==> config.mk <==
export PLATFORM = sky130hd
export DESIGN_NAME = ipec_core
export DESIGN_NICKNAME = d
export VERILOG_FILES = /design/src/verilog/ipec_pkg.sv /design/src/verilog/ipec_select.sv /design/src/verilog/ipec_core.sv
export VERILOG_INCLUDE_DIRS = /design/src /design/src/verilog
export SDC_FILE = /design/constraint.sdc
export NUM_CORES = 1
export LEC_CHECK = 0
export ABC_CLOCK_PERIOD_IN_PS = 186100
export BUFFER_PORTS_ARGS = -buffer_cell sky130_fd_sc_hd__buf_2
export CAP_MARGIN = 10
export CORE_MARGIN = 4
export CORE_UTILIZATION = 60
export CTS_CLUSTER_DIAMETER = 50
export DETAILED_ROUTE_END_ITERATION = 8
export PLACE_DENSITY = 0.82
export RECOVER_POWER = 100
export SETUP_SLACK_MARGIN = 0.15
export SLEW_MARGIN = 10
export SYNTH_ARGS = -nofsm -noshare
export SYNTH_HDL_FRONTEND = slang
export SYNTH_SLANG_ARGS = --single-unit
==> constraint.sdc <==
create_clock -name clock -period 186.1 [get_ports clock]
set_clock_uncertainty 0.15 [all_clocks]
set_input_delay 27.915 -clock clock [delete_from_list [all_inputs] [get_ports clock]]
set_output_delay 27.915 -clock clock [all_outputs]
set_load 0.01 [all_outputs]
==> src/verilog/ipec_params.svh <==
// constants for the pending, enable, threshold and claim block
`ifndef IPEC_PARAMS_SVH
`define IPEC_PARAMS_SVH
`define IPEC_OFF_PEND0 32'h0c001000
`define IPEC_OFF_PEND1 32'h0c001004
`define IPEC_OFF_EN0 32'h0c002000
`define IPEC_OFF_EN1 32'h0c002004
`define IPEC_OFF_THRESH 32'h0c200000
`define IPEC_OFF_CLAIM 32'h0c200004
`define IPEC_NUM_SRC 52
`define IPEC_PRIO_W 3
`define IPEC_ID_W 6
`define IPEC_THRESH_MAX 3'h7
`define IPEC_WORD1_BITS 21
`define IPEC_EN_RST 1'h0
`define IPEC_THRESH_RST 3'h0
`endif

==> src/verilog/ipec_pkg.sv <==
// types for the pending, enable, threshold and claim block
package ipec_pkg;
  typedef struct packed {
    logic rd;
    logic wr;
    logic [31:0] addr;
    logic [31:0] wdata;
  } ipec_req_t;
  typedef struct packed {
    logic ack;
    logic [31:0] rdata;
  } ipec_rsp_t;
  typedef enum logic [1:0] {ipec_idle, ipec_claimed} ipec_gw_t;
endpackage : ipec_pkg

==> src/verilog/ipec_select.sv <==
// priority arbiter: best pending enabled source, lowest id breaks ties
`timescale 1ns/1ns
`default_nettype none
`include "ipec_params.svh"
module ipec_select import ipec_pkg::*; #(
  parameter int NSRC = `IPEC_NUM_SRC,
  parameter int PW = `IPEC_PRIO_W,
  parameter int IW = `IPEC_ID_W
) (
  // candidates
  input wire logic [NSRC:1] cand,
  input wire logic [NSRC*PW-1:0] prio,
  // result
  output logic [IW-1:0] best_id,
  output logic [PW-1:0] best_prio
);
  always_comb begin
    best_id = '0;
    best_prio = '0;
    // strict greater keeps lowest id on a tie
    for (int i = 1; i <= NSRC; i++) begin
      if (cand[i] && prio[i*PW-1 -: PW] > best_prio) begin
        best_id = IW'(i);
        best_prio = prio[i*PW-1 -: PW];
      end
    end
  end
endmodule : ipec_select
`default_nettype wire

==> src/verilog/ipec_core.sv <==
// pending, enable, threshold and claim/complete logic for one hart
`timescale 1ns/1ns
`default_nettype none
`include "ipec_params.svh"
// Summary of operation
// - pending flags read as two words, source n at bit n%32 of word n/32
// - bit zero of pending word zero always reads zero
// - pending is read only; word one holds sources 32..52, rest reserved
// - pending clears only by enable then claim; no write path
// - enables held in two words packed like pending
// - enable bit zero is read only zero
// - enable word one bits 0..20 writable, upper bits read zero
// - threshold is three bit field, upper bits read zero
// - sources with priority at or below threshold are masked
// - claim read returns best pending enabled id or zero
// - claim read clears pending flag of returned id atomically
// - claim served any time, even without interrupt request
// - claim selection ignores threshold
// - completion id not compared with last claimed id
// - completion for source not enabled is silently dropped
// - equal priorities resolved by lowest id first
// - priority zero never interrupts; one lowest, seven highest
module ipec_core import ipec_pkg::*; #(
  parameter int NSRC = `IPEC_NUM_SRC,
  parameter int PW = `IPEC_PRIO_W,
  parameter int IW = `IPEC_ID_W
) (
  // clock and reset
  input wire logic clock,
  input wire logic rst,
  // register access from the hart
  input wire ipec_req_t req,
  output ipec_rsp_t rsp,
  // interrupt sources and their priorities
  input wire logic [NSRC:1] src,
  input wire logic [NSRC*PW-1:0] src_prio,
  // hart notification
  output logic ext_irq_pending_flag
);
  logic [NSRC:1] pend_q;
  logic [NSRC:1] busy_q;
  logic [NSRC:1] en_q;
  logic [PW-1:0] thresh_q;
  ipec_rsp_t rsp_q;
  logic irq_q;
  logic [IW-1:0] best_id;
  logic [PW-1:0] best_prio;
  logic [63:0] pend_w;
  logic [63:0] en_w;
  logic claim_rd;
  logic done_wr;
  logic [IW-1:0] done_id;
  logic done_ok;

  assign pend_w = {{(63-NSRC){1'b0}}, pend_q, 1'b0};
  assign en_w = {{(63-NSRC){1'b0}}, en_q, 1'b0};
  assign claim_rd = req.rd && req.addr == `IPEC_OFF_CLAIM;
  assign done_wr = req.wr && req.addr == `IPEC_OFF_CLAIM;
  assign done_id = req.wdata[IW-1:0];
  // an id beyond the source range or zero names no enabled source
  assign done_ok = done_wr && req.wdata[31:IW] == '0 && done_id != '0 &&
                   int'(done_id) <= NSRC && en_w[done_id];

  // selection looks at pending and enable only, never the threshold
  ipec_select #(.NSRC(NSRC), .PW(PW), .IW(IW)) u_sel (
    .cand(pend_q & en_q),
    .prio(src_prio),
    .best_id(best_id),
    .best_prio(best_prio)
  );

  // gateway per source: level sets pending unless claimed and not done
  genvar g;
  generate
    for (g = 1; g <= NSRC; g++) begin : gw
      logic clr_claim;
      logic clr_done;
      assign clr_claim = claim_rd && int'(best_id) == g;
      assign clr_done = done_ok && int'(done_id) == g;
      always_ff @(posedge clock or posedge rst) begin
        if (rst) begin
          pend_q[g] <= 1'b0;
        end else if (clr_claim) begin
          pend_q[g] <= 1'b0;
        end else if (src[g] && !busy_q[g]) begin
          pend_q[g] <= 1'b1;
        end
      end
      always_ff @(posedge clock or posedge rst) begin
        if (rst) begin
          busy_q[g] <= 1'b0;
        end else if (clr_claim) begin
          busy_q[g] <= 1'b1;
        end else if (clr_done) begin
          busy_q[g] <= 1'b0;
        end
      end
    end
  endgenerate

  // enables: full word writes, bit zero and upper word bits dropped
  always_ff @(posedge clock or posedge rst) begin
    if (rst) begin
      en_q <= {NSRC{`IPEC_EN_RST}};
    end else if (req.wr && req.addr == `IPEC_OFF_EN0) begin
      en_q[31:1] <= req.wdata[31:1];
    end else if (req.wr && req.addr == `IPEC_OFF_EN1) begin
      en_q[NSRC:32] <= req.wdata[NSRC-32:0];
    end
  end

  // threshold keeps only the legal low bits
  always_ff @(posedge clock or posedge rst) begin
    if (rst) begin
      thresh_q <= `IPEC_THRESH_RST;
    end else if (req.wr && req.addr == `IPEC_OFF_THRESH) begin
      thresh_q <= req.wdata[PW-1:0];
    end
  end

  // read data registered; unmapped reads return zero
  always_ff @(posedge clock or posedge rst) begin
    if (rst) begin
      rsp_q <= '0;
    end else begin
      rsp_q.ack <= req.rd || req.wr;
      if (!req.rd) begin
        rsp_q.rdata <= '0;
      end else if (req.addr == `IPEC_OFF_PEND0) begin
        rsp_q.rdata <= pend_w[31:0];
      end else if (req.addr == `IPEC_OFF_PEND1) begin
        rsp_q.rdata <= pend_w[63:32];
      end else if (req.addr == `IPEC_OFF_EN0) begin
        rsp_q.rdata <= en_w[31:0];
      end else if (req.addr == `IPEC_OFF_EN1) begin
        rsp_q.rdata <= en_w[63:32];
      end else if (req.addr == `IPEC_OFF_THRESH) begin
        rsp_q.rdata <= {{(32-PW){1'b0}}, thresh_q};
      end else if (claim_rd) begin
        rsp_q.rdata <= {{(32-IW){1'b0}}, best_id};
      end else begin
        rsp_q.rdata <= '0;
      end
    end
  end

  // notification: some enabled pending source above threshold
  logic irq_d;
  always_comb begin
    irq_d = 1'b0;
    for (int i = 1; i <= NSRC; i++) begin
      if (pend_q[i] && en_q[i] &&
          src_prio[i*PW-1 -: PW] > thresh_q) begin
        irq_d = 1'b1;
      end
    end
  end
  always_ff @(posedge clock or posedge rst) begin
    if (rst) begin
      irq_q <= 1'b0;
    end else begin
      irq_q <= irq_d;
    end
  end

  assign rsp = rsp_q;
  assign ext_irq_pending_flag = irq_q;

  // checks
  claim_clears_a: assert property (@(posedge clock) disable iff (rst)
    claim_rd && best_id != '0 |=> !pend_q[$past(best_id)])
    else $error("claimed source still pending");
  claim_data_a: assert property (@(posedge clock) disable iff (rst)
    claim_rd |=> rsp.rdata == {{(32-IW){1'b0}}, $past(best_id)})
    else $error("claim read data wrong");
  pend_bit0_a: assert property (@(posedge clock) disable iff (rst)
    req.rd && req.addr == `IPEC_OFF_PEND0 |=> !rsp.rdata[0])
    else $error("pending bit zero set");
  en_upper_a: assert property (@(posedge clock) disable iff (rst)
    req.rd && req.addr == `IPEC_OFF_EN1 |=> rsp.rdata[31:21] == '0)
    else $error("enable upper bits nonzero");
  thresh_upper_a: assert property (@(posedge clock) disable iff (rst)
    req.rd && req.addr == `IPEC_OFF_THRESH |=> rsp.rdata[31:3] == '0)
    else $error("threshold upper bits nonzero");
  irq_thresh_a: assert property (@(posedge clock) disable iff (rst)
    thresh_q == `IPEC_THRESH_MAX && $stable(thresh_q)
    |=> !ext_irq_pending_flag)
    else $error("interrupt above max threshold");
  irq_follow_a: assert property (@(posedge clock) disable iff (rst)
    ##1 ext_irq_pending_flag == $past(irq_d))
    else $error("interrupt request mismatch");
  busy_hold_a: assert property (@(posedge clock) disable iff (rst)
    busy_q[3] && !pend_q[3] && !(done_ok && done_id == IW'(3))
    |=> !pend_q[3])
    else $error("claimed source pending again");
  done_ignored_a: assert property (@(posedge clock) disable iff (rst)
    done_wr && !done_ok && busy_q[40] |=> busy_q[40])
    else $error("disabled completion took effect");
  claim_nz_c: cover property (@(posedge clock) claim_rd && best_id != '0);
  claim_zero_c: cover property (@(posedge clock) claim_rd && best_id == '0);
  done_c: cover property (@(posedge clock) done_ok);
  irq_c: cover property (@(posedge clock) $rose(ext_irq_pending_flag));
endmodule : ipec_core
`default_nettype wire

After elaboration in Yosys (flattened, before gate mapping)
Cells that the tools add are included.
W data, S select, Z words.
{"block": "word_totals", "ff_bits": 193, "out_inout_bits": 34, "word_cells": 1181}
{"block": "classes", "order_cmp": 106, "eq_ne": 110, "mux": 372, "bitwise_logic": 2, "n_reduce_logical": 481}
{"op": "$eq A6 B6 Y1 const B", "count": 64}
{"op": "$logic_and A1 B1 Y1", "count": 321}
{"op": "$gt A3 B3 Y1", "count": 103}
{"op": "$mux W1", "count": 262}
{"op": "$reduce_bool A2 Y1", "count": 104}
{"op": "$eq A32 B28 Y1 const B", "count": 6}
{"op": "$mux W3", "count": 55}
{"op": "$eq A6 B5 Y1 const B", "count": 26}
{"op": "$mux W6", "count": 23}
{"op": "$mux W32", "count": 4}
{"op": "$mux W5", "count": 16}
{"op": "$and A52 B52 Y52", "count": 1}
{"op": "$logic_not A1 Y1", "count": 52}
{"op": "$eq A6 B4 Y1 const B", "count": 8}
{"op": "$mux W4", "count": 8}
{"op": "$logic_not A26 Y1", "count": 1}
{"op": "$eq A6 B3 Y1 const B", "count": 4}
{"op": "$mux W21", "count": 1}
{"op": "$eq A6 B2 Y1 const B", "count": 2}
{"op": "$lt A6 B7 Y1 const B", "count": 1}
{"op": "$bmux W1 S6", "count": 1}
{"op": "$le A6 B6 Y1 const B", "count": 1}
{"op": "$reduce_bool A6 Y1", "count": 1}
{"op": "$mux W2", "count": 2}
{"op": "4 further kinds", "count": 4}

Depth between registers and ports, before layout
{"block": "logic_depth", "word_depth": 163, "mapped_depth": 379, "depth_no_buf": 377}

By module
A second synthesis with hierarchy kept.
{"block": "hier_totals", "hier_cells": 2594, "hier_area_um2": 20235.7}
{"module": "ipec_core", "n_inst": 1, "cells_each": 1445, "area_each_um2": 13211.4}
{"module": "ipec_select", "n_inst": 1, "cells_each": 1149, "area_each_um2": 7024.2}

Least setup slack after synthesis
Ideal clock, no wire load.
{"block": "synth_timing", "path_type": "input-to-reg", "startpoint": "input src_prio[1]", "endpoint": "register pend_q[20] (netlist name)", "setup_time_ns": 0.121, "arrival_time_ns": 94.066, "path_slack_ns": 91.763, "stages": 367, "path_buffers": 1, "path_cell_list": "nand3_1 -> ha_1 -> nor2b_2 -> o311ai_1 -> nor2_1 -> mux2_2 -> ha_1 -> nand2_1 -> or4_1 -> nand3_1 -> nor2_1 -> nor2_1 -> a21oi_1 -> ha_1 -> nor2_1 -> o311ai_0 -> o211ai_1 -> o211a_1 -> [331 not listed] -> ha_1 -> nor2b_1 -> o21ai_0 -> inv_1 -> o21ai_1 -> nor2_1 -> a21o_1 -> ha_1 -> nor2b_1 -> o21ai_0 -> inv_1 -> o21ai_0 -> nand2_1 -> inv_1 -> nand4_2 -> nor4b_4 -> nand3_2 -> o22a_1"}
{"block": "synth_via", "elab_chain_cells": 159, "elab_cells_between_ends": 211, "cone_classes": "order compare: 52; eq/ne: 1; mux: 104; reduce/logical: 54"}
{"element": "from (decl)", "line_no": "ipec_core.sv:36", "source": "input wire logic [NSRC*PW-1:0] src_prio,"}
{"element": "$gt A3 B1 Y1", "line_no": "ipec_select.sv:22", "source": "if (cand[i] && prio[i*PW-1 -: PW] > best_prio) begin"}
{"element": "$logic_and A1 B1 Y1", "line_no": "ipec_select.sv:22"}
{"element": "$mux W3", "line_no": "ipec_select.sv:22"}
{"element": "$gt A3 B3 Y1", "line_no": "ipec_select.sv:22"}
{"element": "$logic_and A1 B1 Y1", "line_no": "ipec_select.sv:22"}
{"element": "$mux W3", "line_no": "ipec_select.sv:22"}
{"element": "$gt A3 B3 Y1", "line_no": "ipec_select.sv:22"}
{"element": "$logic_and A1 B1 Y1", "line_no": "ipec_select.sv:22"}
{"element": "[143 not listed]"}
{"element": "$logic_and A1 B1 Y1", "line_no": "ipec_select.sv:22"}
{"element": "$mux W3", "line_no": "ipec_select.sv:22"}
{"element": "$gt A3 B3 Y1", "line_no": "ipec_select.sv:22"}
{"element": "$logic_and A1 B1 Y1", "line_no": "ipec_select.sv:22"}
{"element": "$mux W6 *", "line_no": "ipec_select.sv:22"}
{"element": "$eq A6 B6 Y1 *", "line_no": "ipec_core.sv:78", "source": "assign clr_claim = claim_rd && int'(best_id) == g;"}
{"element": "$logic_and A1 B1 Y1 *", "line_no": "ipec_core.sv:78"}
{"element": "$mux W1 or $reduce_bool A2 Y1 (tied branches)"}
{"element": "to (signal, indexed assignment)", "line_no": "ipec_core.sv:82", "source": "pend_q[g] <= 1'b0;"}
{"element": "to (signal, indexed assignment)", "line_no": "ipec_core.sv:84", "source": "pend_q[g] <= 1'b0;"}
{"element": "to (signal, indexed assignment)", "line_no": "ipec_core.sv:86", "source": "pend_q[g] <= 1'b1;"}
{"element": "to (decl)", "line_no": "ipec_core.sv:40", "source": "logic [NSRC:1] pend_q;"}
Every way passes the cells marked *; elsewhere a longest branch is shown, timed or not.
A chain may end at the register's enable or synchronous reset.

Worst setup path in the final report
{"block": "layout_timing", "startpoint": "input src_prio[1]", "endpoint": "register pend_q[26] (netlist name)"}
Same word-level chain as after synthesis.

==> impl_results.md <==
* Status: finished, violations left
* Failing checks: capacitance limit, slew limit
* Maximum vdd drop at 0.00711 mV
* DRC viols at 0
* Num CTS Buffers at 17
* Initial detailed-routing violation count at 2,940
* Multi-input gate area at 0.0147 mm2
* Die X at approximately 190 um
* Worst relative slew slack at -273%
* Worst min path class: reg -> reg
* Setup violators final at 0
* Power per cell area at 4.23 mW/mm2
* H-tree Lvls at 4
* PostCTS Resize Cnt at 0
* Reg area at between 0.004 and 0.005 mm2
* Clock Path Buffers at 2
* Global route overflow at 0
* Port bufs at a little over 300
* Root buffer cell: clkbuf_16
* Gpl congestion at 1.08
* F_max at 9.06 MHz
* Largest net degree at the start of global routing at 125
* Fillers at ~2,800
* Tightest Pin Transition at 5.56 ns
* Final Cell Area at between 0.02 and 0.025 mm2
* RSZ-0062 raised after global routing: no
* Via count at about 23,000
* Nets at about 3,200
* Max incr delay on CP at between 2 and 2.5 ns
* Synth cell types at around 100
* Startpoint Class: input pin
* Mean area per synthesized cell at 8.31 um2
* Tcrit/Tclk final at 59.3%
* Worst-Skew Late Latency at 0.45 ns
* Ratio of cells with drive above 1 in the final layout at 17.2%
* Seq cells post-synth at 193
* CP max-delay cell: nor4b_1
* Cell area after synthesis at 0.0202 mm2
* Core ar. at 0.0329 mm2
* CP Capture Type: flip-flop
* Critical path's most frequent cell: nor2_1
* Syn Inst Count at ~2,400
* Critical Path AT at 110.54 ns
* Post-synthesis net count at 2,920
* Post-synth EDFFs at 0
* Leak Pwr at 10.3 nW
* Register-to-register setup slack at 102.75 ns
* Min cycle time layout at 110.36 ns
* CP Data Required Time at ~190 ns
* Die Height at 191 um
* Seq/Total Area, Yosys at 23.9%
* Final setup TNS at 0 ns
* Wire length per cell at 26.1 um
* Clock-pin slew on the worst setup and hold paths at 0.08 ns
* Row count at 66
* Final ANT Viol Nets at 0
* Post-CTS setup buffers at 0
* DR vias/cell at slightly above 7
* Vias in the first global route at 21,200
* Layout area overhead at 12.3%
* Cts hold-fix bufs at 0
* Placement Cell Area at 0.0222 mm2
* Routed wire length at 83,100 um
* DIE AREA at 0.0367 mm2
* Max-Cap Viols at 6
* CP Max Fanout at 12
* CP Class: in -> reg
* Post-DP HPWL at 66,200 um
* Initial antenna violation count at 12
* CTS tree: yes
* IO Count at 310
* TritonRoute pass-1 iters at 6
* Final count of hold timing violations at 0
* Syn. warnings at 0
* Max Slew Vio Count at 288
* Main synth FF type: dfrtp_1
* Initial core utilization at about three fifths
* Tot GR Track Use at 43.3%
* Post-synth ARST share at 100%
* Clk sinks at ~190
* First-pass GRT wire length at 123,000 um
-- metrics by stage --
step / utilization, % / setup slack, ns / hold WS (ns) / std cells / total power, mW
3_5_place_dp: 67.4 / 81.66 / 0.345 / 3136 / 0.0573
3_3_place_gp: 67.4 / 84.29 / 0.338 / 3136 / 0.0565
6_report: 69.0 / 75.74 / 0.361 / 3180 / 0.0960
4_1_cts: 69.3 / 81.78 / 0.362 / 3168 / 0.0952
2_1_floorplan: - / 91.76 / 0.320 / 2430 / 0.0501
5_1_grt: 69.0 / 69.49 / 0.379 / 3176 / 0.0988
-- cells by family (layout without fill, tap and decap cells) --
logic type               count (synthesis)  count (layout)  share of synthesized area, %
AO/OA/AOI/OAI                          856             856                          29.4
buffers and inverters                  169             465                          3.22
XOR/XNOR                                 1               1                        0.0434
flip-flops                             193             193                          23.9
adder cells (fa/ha/maj)                243             243                          14.7
multiplexers                            94              94                          6.03
other                                    0              12                             0
AND/OR/NAND/NOR                        874             874                          22.7
-- state kept, by name, indices dropped and copies added (netlist names) --
name and cells:
thresh_q 3, busy_q 52, pend_q 52, en_q 52, ext_irq_pending_flag 1, rsp 33
-- where the power goes --
part / switching [mW] / internal (mW) / total [mW]
Combinational: 0.00910 / 0.00589 / 0.0150
Clock: 0.0186 / 0.0204 / 0.0391
Sequential: 0.00000249 / 0.0419 / 0.0419
-- Yosys cell counts (44+ instances only) --
| cell type | instances | area share [%] |
|---|---|---|
| nor2b_1 | 111 | 3.4 |
| nand3_1 | 99 | 2.5 |
| and3_1 | 44 | 1.4 |
| ha_1 | 214 | 13 |
| and2_1 | 62 | 1.9 |
| o21ai_0 | 174 | 4.3 |
| a31oi_1 | 66 | 2.0 |
| dfrtp_1 | 193 | 24 |
| nand2_1 | 182 | 3.4 |
| mux2_2 | 71 | 4.0 |
| inv_1 | 112 | 2.1 |
| nor2_1 | 192 | 3.6 |
| a21oi_1 | 123 | 3.0 |
| o21a_1 | 52 | 1.9 |
-- cell usage in the layout (no fill, tap or decap), types with 37 or more instances in the layout --
| master | netlist | final |
|---|---|---|
| a31oi_1 | 66 | 66 |
| nand3_1 | 99 | 99 |
| dfrtp_1 | 193 | 192 |
| buf_2 | 9 | 272 |
| ha_1 | 214 | 214 |
| mux2_2 | 71 | 62 |
| o22a_1 | 39 | 39 |
| clkbuf_1 | 40 | 41 |
| inv_1 | 112 | 109 |
| nor2_1 | 192 | 192 |
| a21oi_1 | 123 | 124 |
| o21a_1 | 52 | 52 |
| nand2_1 | 182 | 182 |
| a21o_1 | 37 | 37 |
| o21ai_0 | 174 | 201 |
| and2_1 | 62 | 46 |
| nor2b_1 | 111 | 112 |
| and3_1 | 44 | 44 |
| o211ai_1 | 39 | 39 |
-- path summary, 6_finish.rpt --
| path | startpoint | depth (start not counted) | end |
|---|---|---|---|
| setup / recovery | src_prio[1] | 367 | pend_q[26] |
| hold reg to reg | busy_q[48] | 2 | busy_q[48] |
| setup reg to reg | en_q[1] | 366 | pend_q[26] |
| max in group asynchronous | rst | 3 | rsp[30] |
| min in group asynchronous | rst | 2 | pend_q[14] |
| hold / removal | busy_q[48] | 2 | busy_q[48] |
-- routing by layer --
metal,share of wire [%],GRT usage [%]
met2,43,65.3
met3,14,13.0
met1,38,57.0
met4,5.7,21.0
met5,0,0
-- worst max-delay path, delay by kind of cell --
family,cells,cell delay [ns]
compound gates,141,33.78
fa+ha+maj,66,19.64
buf+inv,12,1.74
mux,13,5.01
simple gates,135,22.44
-- cell type report --
| type | instances | share of cell area (%) |
|---|---|---|
| Multi-Input combinational cell | 2068 | 64.6 |
| Sequential cell | 193 | 21.3 |
| Timing Repair Buffer | 321 | 6.95 |
| Tap cell | 442 | 2.44 |
| Clock buffer | 17 | 1.88 |
| Inverter | 112 | 1.86 |
| Clock inverter | 15 | 0.850 |
| Antenna cell | 12 | 0.132 |
Note: power is estimated with default switching activity, not from simulation.
